### src/shared/sic_defines.vh
/*
 sub-idle wake controller constants: register byte offsets, field
 positions, reset values. assumes inclusion by the design file and the bench.
*/
`ifndef SIC_DEFINES_VH
`define SIC_DEFINES_VH
// =====================================
// register byte offsets
`define SIC_OFF_PSAVE 12'h000
`define SIC_OFF_PMODE 12'h004
`define SIC_OFF_CLKSEL 12'h008
`define SIC_OFF_STATUS 12'h00c
// =====================================
// power save control fields
`define SIC_PS_STANDBY 1
`define SIC_PS_MASKABLE_MASK 4
`define SIC_PS_PIN_NMI_MASK 5
`define SIC_PS_WDT_NMI_MASK 6
`define SIC_PS_RESET 8'h00
// =====================================
// power mode select fields
`define SIC_PM_KIND 0
`define SIC_PM_RESET 8'h01
// =====================================
// clock source select fields
`define SIC_CS_T16B_WATCH 0
`define SIC_CS_WATCH_SUB 1
`define SIC_CS_T8A_EXT 2
`define SIC_CS_T8A_MATCH 3
`define SIC_CS_T8B_EXT 4
`define SIC_CS_T8B_MATCH 5
`define SIC_CS_HRB_DIV 6
`define SIC_CS_SSA_EXT 7
`define SIC_CS_SSB_EXT 8
`define SIC_CS_RESET 9'h000
// =====================================
// status fields
`define SIC_ST_IDLE 0
`define SIC_ST_WAKE_NMI 1
`define SIC_ST_WAKE_MASK 2
`define SIC_ST_WAKE_RESET 3
`endif

### src/hw/sic_sub_idle_ctrl.v
/*
 sub-idle wake controller: apb slave, sub-idle state, wake decision,
 peripheral clock gates. assumes a cpu and interrupt controller on pclk
 that present request lines and priority compare results.
*/
// Added by the designer: register access over APB and the placing of the registers.
`timescale 1ns/100ps
`include "sic_defines.vh"
module sic_sub_idle_ctrl #(
    parameter NUM_MASKABLE = 8
) (
    input wire pclk,
    input wire presetn,
    input wire psel,
    input wire penable,
    input wire pwrite,
    input wire [11:0] paddr,
    input wire [31:0] pwdata,
    output reg [31:0] prdata,
    output wire pready,
    output wire pslverr,
    input wire subclock_mode,
    input wire main_clock_running,
    input wire pin_nmi_req,
    input wire wdt_nmi_req,
    input wire [NUM_MASKABLE-1:0] maskable_req,
    input wire [NUM_MASKABLE-1:0] maskable_unmasked,
    input wire [NUM_MASKABLE-1:0] maskable_higher_prio,
    input wire global_irq_enabled,
    output wire cpu_halted,
    output reg nmi_ack,
    output reg maskable_ack,
    output reg resume_next,
    output wire return_to_subclock,
    output wire en_cpu,
    output wire en_rom_patch,
    output wire en_irq_ctrl,
    output wire en_general_timer16,
    output wire en_timer16_a,
    output wire en_timer16_b,
    output wire en_timer8_a,
    output wire en_timer8_b,
    output wire en_hires_timer_a,
    output wire en_hires_timer_b,
    output wire en_watch_counter,
    output wire en_wdt1,
    output wire en_wdt2,
    output wire en_sub_osc,
    output wire en_ring_osc,
    output wire en_sync_serial_a,
    output wire en_sync_serial_b
);
    // =====================================
    // registers
    reg [7:0] power_save_control_reg;
    reg [7:0] power_mode_select_reg;
    reg [8:0] clk_src_sel;
    reg in_sub_idle;
    reg [3:0] wake_status;
    // external request pins pass two flip-flops
    reg [1:0] nmi_meta;
    reg [1:0] nmi_sync;

    wire wr_en = psel & penable & pwrite;
    wire rd_ok;
    wire standby_kind_select = power_mode_select_reg[`SIC_PM_KIND];
    wire pin_nmi_wake_mask = power_save_control_reg[`SIC_PS_PIN_NMI_MASK];
    wire wdt_nmi_wake_mask = power_save_control_reg[`SIC_PS_WDT_NMI_MASK];
    wire maskable_wake_mask = power_save_control_reg[`SIC_PS_MASKABLE_MASK];

    // =====================================
    // apb: zero wait, error on unmapped address
    assign pready = 1'b1;
    assign rd_ok = (paddr == `SIC_OFF_PSAVE) || (paddr == `SIC_OFF_PMODE) ||
                   (paddr == `SIC_OFF_CLKSEL) || (paddr == `SIC_OFF_STATUS);
    assign pslverr = psel & penable & ~rd_ok;

    // read mux
    always @* begin
        case (paddr)
            `SIC_OFF_PSAVE: prdata = {24'h000000, power_save_control_reg};
            `SIC_OFF_PMODE: prdata = {24'h000000, power_mode_select_reg};
            `SIC_OFF_CLKSEL: prdata = {23'h000000, clk_src_sel};
            `SIC_OFF_STATUS: prdata = {28'h0000000, wake_status};
            default: prdata = 32'h00000000;
        endcase
    end

    // =====================================
    // synchronise the pin request lines
    always @(posedge pclk or negedge presetn) begin
        if (!presetn) begin
            nmi_meta <= 2'b00;
            nmi_sync <= 2'b00;
        end else begin
            nmi_meta <= {wdt_nmi_req, pin_nmi_req};
            nmi_sync <= nmi_meta;
        end
    end

    // =====================================
    // wake decision
    wire nmi_wake = (nmi_sync[0] & ~pin_nmi_wake_mask) |
                    (nmi_sync[1] & ~wdt_nmi_wake_mask);
    wire [NUM_MASKABLE-1:0] mask_live = maskable_req & maskable_unmasked;
    wire mask_wake = (|mask_live) & ~maskable_wake_mask;
    wire mask_high = |(mask_live & maskable_higher_prio);
    wire any_wake = nmi_wake | mask_wake;
    wire enter_req = wr_en && (paddr == `SIC_OFF_PSAVE) &&
                     pwdata[`SIC_PS_STANDBY] && subclock_mode &&
                     !standby_kind_select;

    // sub-idle state, wake outcome, status
    always @(posedge pclk or negedge presetn) begin
        if (!presetn) begin
            // reset in sub-idle is the ordinary reset
            in_sub_idle <= 1'b0;
            nmi_ack <= 1'b0;
            maskable_ack <= 1'b0;
            resume_next <= 1'b0;
            wake_status <= 4'h8; // reset wake restores normal mode
        end else begin
            nmi_ack <= 1'b0;
            maskable_ack <= 1'b0;
            resume_next <= 1'b0;
            if (in_sub_idle && any_wake) begin
                in_sub_idle <= 1'b0;
                wake_status <= {1'b0, mask_wake & ~nmi_wake, nmi_wake, 1'b0};
                if (nmi_wake) begin
                    nmi_ack <= 1'b1;
                end else if (global_irq_enabled && mask_high) begin
                    maskable_ack <= 1'b1;
                end else begin
                    resume_next <= 1'b1;
                end
            end else if (enter_req) begin
                in_sub_idle <= 1'b1;
                wake_status <= 4'h1;
            end
        end
    end

    // power save, mode select and clock source registers
    always @(posedge pclk or negedge presetn) begin
        if (!presetn) begin
            power_save_control_reg <= `SIC_PS_RESET;
            power_mode_select_reg <= `SIC_PM_RESET;
            clk_src_sel <= `SIC_CS_RESET;
        end else begin
            if (in_sub_idle && any_wake) begin
                power_save_control_reg[`SIC_PS_STANDBY] <= 1'b0; // wake wins
            end else if (wr_en && paddr == `SIC_OFF_PSAVE) begin
                power_save_control_reg <= pwdata[7:0];
            end
            if (wr_en && paddr == `SIC_OFF_PMODE) begin
                power_mode_select_reg <= pwdata[7:0];
            end
            if (wr_en && paddr == `SIC_OFF_CLKSEL) begin
                clk_src_sel <= pwdata[8:0];
            end
        end
    end

    assign cpu_halted = in_sub_idle;
    assign return_to_subclock = wake_status[`SIC_ST_WAKE_NMI] |
                                wake_status[`SIC_ST_WAKE_MASK];

    // =====================================
    // clock gates while in sub-idle
    wire run = ~in_sub_idle;
    wire watch_on = main_clock_running | clk_src_sel[`SIC_CS_WATCH_SUB];
    wire t16b_ok = clk_src_sel[`SIC_CS_T16B_WATCH] & watch_on;
    assign en_cpu = run;
    assign en_rom_patch = run;
    assign en_irq_ctrl = run;
    assign en_general_timer16 = run;
    assign en_hires_timer_a = run;
    assign en_wdt1 = run;
    assign en_wdt2 = 1'b1;
    assign en_sub_osc = 1'b1;
    assign en_ring_osc = 1'b1;
    assign en_timer16_a = run;
    assign en_timer16_b = run | t16b_ok;
    assign en_timer8_a = run | clk_src_sel[`SIC_CS_T8A_EXT] |
                         (clk_src_sel[`SIC_CS_T8A_MATCH] & t16b_ok);
    assign en_timer8_b = run | clk_src_sel[`SIC_CS_T8B_EXT] |
                         (clk_src_sel[`SIC_CS_T8B_MATCH] & t16b_ok);
    assign en_hires_timer_b = run | clk_src_sel[`SIC_CS_HRB_DIV];
    assign en_watch_counter = run | watch_on;
    assign en_sync_serial_a = run | clk_src_sel[`SIC_CS_SSA_EXT];
    assign en_sync_serial_b = run | clk_src_sel[`SIC_CS_SSB_EXT];
endmodule

### config.mk
export PLATFORM = sky130hd
export DESIGN_NAME = sic_sub_idle_ctrl
export DESIGN_NICKNAME = d
export VERILOG_FILES = /design/src/hw/sic_sub_idle_ctrl.v
export VERILOG_INCLUDE_DIRS = /design/src /design/src/shared
export SDC_FILE = /design/constraint.sdc
export NUM_CORES = 1
export LEC_CHECK = 0
export BUFFER_PORTS_ARGS = -buffer_cell sky130_fd_sc_hd__buf_2
export CORE_UTILIZATION = 46
export CTS_CLUSTER_DIAMETER = 80
export DETAILED_ROUTE_END_ITERATION = 10
export PLACE_DENSITY = 0.86
export SKIP_CTS_REPAIR_TIMING = 1
export SLEW_MARGIN = 25
export SYNTH_ARGS = -nofsm -noshare
export SYNTH_HDL_FRONTEND = slang
export SYNTH_SLANG_ARGS = --single-unit
### constraint.sdc
create_clock -name pclk -period 3.57 [get_ports pclk]
set_clock_uncertainty 0.1 [all_clocks]
set_input_delay 0.357 -clock pclk [delete_from_list [all_inputs] [get_ports pclk]]
set_output_delay 0.357 -clock pclk [all_outputs]
set_load 0.02 [all_outputs]
# Yosys cells after proc, flatten, opt, wreduce, memory -nomap -nowiden

Index checks and enable logic that the tools add are counted.

Bits in registers: 37
Bits of input ports: 78
Word-level logic and storage cells: 79

Equal/unequal tests: 3
Mux-type cells: 15
Bitwise logic cells: 32
Reductions and logical operators: 18

Operators with widths:

| kind                                                             | count |
|---|---|
| 9-bit one-hot mux with 4 select lines                            | 1 |
| 12-bit by 4-bit == test with 1-bit output, second input constant | 2 |
| 8-bit bitwise AND                                                | 2 |
| 8-bit OR reduction                                               | 2 |
| 1-bit bitwise OR                                                 | 13 |
| 12-bit by 3-bit == test with 1-bit output, second input constant | 1 |
| 12-bit zero test                                                 | 1 |
| 1-bit two-way mux                                                | 11 |
| 1-bit bitwise AND                                                | 10 |
| 1-bit logical AND                                                | 8 |
| 4-bit two-way mux                                                | 2 |
| 1-bit NOT                                                        | 7 |
| 2-bit nonzero test                                               | 2 |
| 1-bit logical OR                                                 | 3 |
| 2-bit two-way mux                                                | 1 |
| 2-bit AND reduction                                              | 1 |
| 1-bit zero test                                                  | 1 |

# Depth between registers and ports, before layout

Gate-level depths: netlist of the first run.

Depth in word-level cells: 8
Depth in mapped cells: 5
Depth with buffers taken out: 4

# Least setup slack after synthesis of the first run

OpenSTA, ideal clock, no wires.

Path type: input -> output
Start point: input paddr[9]
End point: output prdata[8]
Arrival time: 1.805 ns
Data required time: 3.113 ns
Setup slack: 1.308 ns
Stages: 4
Buffers on the path: 1
Cells stage by stage: nor4_1 -> nand3_2 -> clkbuf_1 -> nor4_1

Longest elaborated chain between the ends: 2

RTL lines:

| item                                                              | RTL line               | RTL |
|---|---|---|
| start: declaration                                                | sic_sub_idle_ctrl.v:17 | `input wire [11:0] paddr,` |
| 12-bit by 4-bit == test with 1-bit output (tied with other cells) | sic_sub_idle_ctrl.v:80 | `case (paddr)` |
| 9-bit one-hot mux with 4 select lines *                           | sic_sub_idle_ctrl.v:80 |  |
| end: declaration                                                  | sic_sub_idle_ctrl.v:19 | `output reg [31:0] prdata,` |

Mark *: on every way between the ends. The rest lies on a longest branch, timed or not.

# Worst setup path after layout of the first run

Start point: input paddr[9]
End point: register power_mode_select_reg[3]

Longest elaborated chain between the ends: 2

RTL lines:

| item                                                | RTL line                | RTL |
|---|---|---|
| 12-bit by 3-bit == test with 1-bit output (no line) | --                      |  |
| 1-bit logical AND (no line)                         | --                      |  |
| end signal: assignment                              | sic_sub_idle_ctrl.v:147 | `` power_mode_select_reg <= `SIC_PM_RESET; `` |
| end signal: assignment                              | sic_sub_idle_ctrl.v:156 | `power_mode_select_reg <= pwdata[7:0];` |
| end: declaration                                    | sic_sub_idle_ctrl.v:56  | `reg [7:0] power_mode_select_reg;` |

No other way between the ends.
A chain may end at the register's enable or synchronous reset.

==> qor.yml, run 1 <==
clocking:
  htree_levels: 2
  clock_latency_ns: 0.29
  clk_path_buf_depth: 2
  clk_pin_slew_worst_paths_ns: 0.07
  cts_sinks: 36
  root_buffer: "clkbuf_8"
  cts_tree: "built"
  cts_made_buffers: 5
power:
  p_sw_share_pct: 24.7
  p_seq_share_pct: 50.1
  power.density_cell_area_nw_per_um2: 332
  finalPower_uw: 827
  p_int_uw: 623
  ir_drop_mv: 0.217
  pwr-share-comb_pct: 12.2
  p_switching_uw: 204
  p_leak_uw: 0.00125
  power_frac_clock_pct: 37.8
floorplanning:
  initial_core_util_pct: 47.7
  rows: 24
  fp.dieH_um: 69.2
  die_area_sq_um: 4790
  core_sq_um: 4350
  die_x_um: 69.2
  ioPinCount: 134
drt:
  drt_iter0_drc: 86
  first_pass_iters: 4
  drc: 0
  routed_wl_um: 4550
  wl_per_cell_um: 14.5
  vias: 1622
  antenna_left: 0
  via_per_inst: 5.15
final_layout:
  post_route_cells_drive_above_1_share_pct: 48.7
  largest_reg_flops: 9
  fin_nets: 340
  synthToLayoutAreaGrowth_pct: 20.0
  final_cell_mix: "83 x buf_2, 34 x dfrtp_1, 27 x conb_1, 24 x mux2_2, 10 x nor2_1"
  final_area_sq_um: 2490
  diodes: 0
  final_common_cell: "buf_2"
grt:
  gr-total-overflow: 0
  track_usage_pct: 19.6
  grt_pass1_vias: 1528
  grt_pass1_wl_um: 7320
  antenna_found_initial: 0
  grt_max_degree: 37
placed_design:
  portBuffers: 83
  place.gp.congestion: 0.784
  placed_cell_area_sq_um: 2390
  post-dp-hpwl_um: 3480
sta:
  final_max_slew_viol_count: 0
  setup_viol: 0
  rsz0062_at_grt: "false"
  timing.hold.ws_ns: 0.0484
  worstMarginPinSlew_ns: 0.781
  clock.fmax_mhz: 424
  relSlewSlack_pct: 47.9
  hold_viol_final: 0
  setup-tns-final_ns: 0
  min_period_ns: 2.36
  timing.final.crit_share_pct: 66.1
logic_synthesis:
  syn_inst: 183
  ys_seq_area_share_pct: 43.5
  synth-edff-count: 0
  synth_area_per_cell_sq_um: 11.3
  synth_top_area_share_pct: 41.0
  post_synth_num_cell_types: 39
  async_flop_share_pct: 100
  yosysWarnings: 0
  synth-main-ff-cell: "dfrtp_1"
  yosysTopAreaCell: "dfrtp_1"
  syn-cell-area_sq_um: 2080
  synth-seq-cells: 36
  ys_top_cells_by_area: "dfrtp_1 41%, mux2_2 13%, buf_4 12%"
critical_path:
  worst-setup-path-type: "in2reg"
  rrSetupSlack_ns: 1.23
  start_kind: "primary input"
  critPathRequiredTime_ns: 3.64
  end_kind: "register"
  cp.arrival_ns: 2.43
  path_max_fanout: 17
hold_path:
  hold_path_class: "in2async"
flow_run:
  maxCapViolations: 0
outcome:
  status: "finished, final reports clean"
## kinds of logic (layout without fill, tap and decap cells)
kind of cell    after synthesis  count (layout)  share of synthesized area, %
mux                          32              32                          19.3
buf+inv                      41              96                          13.4
simple gates                 51              51                          15.6
flops                        36              36                          43.5
compound gates               21              21                          7.89
other cells                   2              27                         0.362
## final cells by class
| type | instances | area [sq um] |
|---|---|---|
| timing repair buffer | 83 | 415 |
| inverter | 5 | 18.8 |
| fill | 376 | 1860 |
| tap | 52 | 65.1 |
| multi-input combinational | 131 | 990 |
| clock buffer | 8 | 100 |
| sequential | 36 | 903 |
## routing by layer
metal	up-vias	wire length, um	track usage [%]
met5	-	0	0
met4	0	86	5.44
met3	13	270	5.23
met2	71	2310	34.0
met1	786	1890	24.0
li1	752	-	-
## final timing paths
kind / start / end / cells after the start
max: paddr[9] / power_mode_select_reg[3] / 5
min reg2reg: nmi_meta[0] / nmi_sync[0] / 0
min in group pclk: pin_nmi_req / nmi_meta[0] / 1
max in group asynchronous: presetn / clk_src_sel[8] / 1
max reg2reg: wake_status[0] / power_save_control_reg[7] / 4
min: presetn / clk_src_sel[1] / 1
## critical path, cell delays in order
cell     delay, ns
buf_2         0.10
nor4_1        0.33
nand3_2       0.45
nor4b_4       0.77
mux2_2        0.42
## power groups by stage
stage | Clock [uW] | Combinational (uW) | Sequential [uW]
finish | 313 | 101 | 414
global route | 340 | 110 | 414
CTS | 321 | 101 | 414
detailed placement | 0 | 101 | 422
global placement | 0 | 98.0 | 422
floorplan | 0 | 74.6 | 421
## stage by stage
stage / instances / setup slack (ns) / util, %
2_1_floorplan: 208 / 1.31 / -
3_3_place_gp: 307 / 1.03 / 54.9
3_5_place_dp: 307 / 0.907 / 54.9
4_1_cts: 315 / 1.21 / 57.2
5_1_grt: 315 / 1.09 / 57.2
6_report: 315 / 1.21 / 57.2
## cell usage after synthesis, drive strengths merged (2+ instances only)
master / count
nor2b: 5
a21oi: 6
nand3: 10
a22oi: 4
dfstp: 2
buf: 35
nor4: 4
mux2: 24
dfrtp: 34
mux4: 4
conb: 2
nand4: 3
nand2b: 5
nand2: 4
or3: 3
mux2i: 4
inv: 5
nor2: 10
a211o: 2
o21ai: 2
Power figures use the tool's default switching activity.
==> run 2, diff against run 1 <==
Settings changed: CORE_UTILIZATION 46 to 38, PLACE_DENSITY 0.86 to 0.76.
Clock period 3.57 ns to 2.1 ns, I/O delays scaled along.
==> run 2 against run 1 <==
Clock-buffer cell count did not move. Critical path depth decreased by 1. Power is 68% higher. Combinational power is 78% higher. Core utilization fell by 6.5 points. Routed wire length grew 4.3%. Setup slack worse by 1.0 ns. Sequential cell count is the same. Hold slack gained 0.0037 ns. Register-to-register slack got worse by 0.97 ns. Largest cell class unchanged. First-iteration DRC count shrank 41%.
==> qor.yml, run 2 (synthesis gave the netlist of run 1 again) <==
outcome:
  status: "finished, final reports clean"
clocking:
  root_buffer: "clkbuf_8"
  clock_latency_ns: 0.29
  clk_pin_slew_worst_paths_ns: 0.07
  clk_path_buf_depth: 2
  cts_tree: "built"
  cts_sinks: 36
  htree_levels: 2
  cts_made_buffers: 5
sta:
  relSlewSlack_pct: 46.3
  worstMarginPinSlew_ns: 0.805
  timing.final.crit_share_pct: 92.2
  min_period_ns: 1.94
  final_max_slew_viol_count: 0
  rsz0062_at_grt: "false"
  setup-tns-final_ns: 0
  timing.hold.ws_ns: 0.0521
  setup_viol: 0
  hold_viol_final: 0
  clock.fmax_mhz: 516
grt:
  gr-total-overflow: 0
  grt_busiest_layer: "met2"
  grt_pass1_wl_um: 7850
  grtUsageMet2_pct: 27.7
  track_usage_pct: 17.4
  antenna_found_initial: 0
  grt_max_degree: 37
  use_met3_pct: 3.98
  grt_pass1_vias: 1671
  grt.met1_usage_pct: 22.8
power:
  p_seq_share_pct: 50.7
  p_switching_uw: 355
  pwr-share-comb_pct: 12.9
  power.density_cell_area_nw_per_um2: 530
  power_frac_clock_pct: 36.4
  ir_drop_mv: 0.273
  p_leak_uw: 0.00132
  p_int_uw: 1040
  p_sw_share_pct: 25.5
floorplanning:
  core_sq_um: 5170
  rows: 26
  fp.dieH_um: 75.9
  die_area_sq_um: 5770
  die_x_um: 75.9
  ioPinCount: 134
  initial_core_util_pct: 40.2
critical_path:
  cp.arrival_ns: 1.63
  crit_family: "multiplexers"
  critPathRequiredTime_ns: 1.79
  worst-setup-path-type: "reg2out"
  path_max_fanout: 7
  r2r-start: "wake_status[0]"
  end_kind: "output pin"
  cp_num_buf_inv: 2
  cp_slowest_cell: "mux4_2"
  rrSetupSlack_ns: 0.26
  start_kind: "register"
  max_stage_delay_ns: 0.46
  r2r_cells: 5
  crit_chain: "buf_4 -> mux4_2 -> nor2b_1 -> buf_2"
  r2r_end: "power_save_control_reg[5]"
final_layout:
  largest_reg_flops: 9
  final_common_cell: "buf_2"
  fin_nets: 353
  final_util_pct: 50.8
  post_route_cells_drive_above_1_share_pct: 50.0
  synthToLayoutAreaGrowth_pct: 26.4
  final_cell_mix: "83 x buf_2, 34 x dfrtp_1, 27 x conb_1, 24 x mux2_2, 10 x nor2_1"
  fill_cells: 482
  diodes: 0
drt:
  vias: 1672
  drc: 0
  first_pass_iters: 4
  antenna_left: 0
  wl_per_cell_um: 13.7
  drt_iter0_drc: 51
  via_per_inst: 4.83
  routed_wl_um: 4750
hold_path:
  whs_endpoint: "clk_src_sel[8]"
  hold_path_class: "in2reg"
  min_path_cells: 2
  worstHoldStart: "pwdata[8]"
placed_design:
  post-dp-hpwl_um: 3580
  portBuffers: 83
  place.gp.congestion: 0.744
flow_run:
  maxCapViolations: 0
==> run 2: changes by cell type in the layout (fill, tap and decap cells not counted), sizes merged <==
cell         before  now
buf              83   93
clkinvlp          0    1
inv               5    4
dlygate4sd3       0    3
==> run 2: through the flow <==
| stage | setup slack (ns) | instances | instance area [sq um] | total power, uW |
|---|---|---|---|---|
| floorplan | 0.0761 | 208 | 2170 | 843 |
| global placement | 0.105 | 335 | 2510 | 891 |
| detailed placement | 0.0392 | 335 | 2510 | 894 |
| CTS | 0.156 | 343 | 2600 | 1400 |
| global route | 0.114 | 346 | 2630 | 1450 |
| finish | 0.163 | 346 | 2630 | 1390 |
==> run 2: area by class of cell <==
class	instances	area (sq um)	share of cell area [%]
sequential	36	903	34.4
timing repair buffer	96	533	20.3
inverter	5	22.5	0.858
multi-input combinational	131	990	37.7
clock buffer	8	90.1	3.43
tap	70	87.6	3.33
==> run 2: worst max path at each step <==
stage / startpoint / endpoint / slack [ns] / depth (start not counted)
after floorplan: wake_status[0] / power_save_control_reg[0] / 0.08 / 4
after detailed placement: paddr[5] / clk_src_sel[0] / 0.04 / 7
after global routing: wake_status[0] / prdata[0] / 0.11 / 4
after CTS: wake_status[0] / prdata[0] / 0.16 / 4
final: wake_status[0] / prdata[0] / 0.16 / 4
after global placement: paddr[9] / wake_status[1] / 0.11 / 6
==> run 2: layer usage <==
layer,up-vias,wire (um)
met2,87,2220
met4,0,82
met3,9,337
met5,-,0
met1,792,2110
li1,784,-
==> run 2: power groups by stage <==
| stage | registers [uW] | logic [uW] | clock network [uW] |
|---|---|---|---|
| 5_1_grt | 705 | 198 | 550 |
| 6_report | 705 | 180 | 506 |
| 3_5_place_dp | 717 | 176 | 0 |
| 2_1_floorplan | 716 | 127 | 0 |
| 3_3_place_gp | 717 | 174 | 0 |
| 4_1_cts | 704 | 177 | 515 |
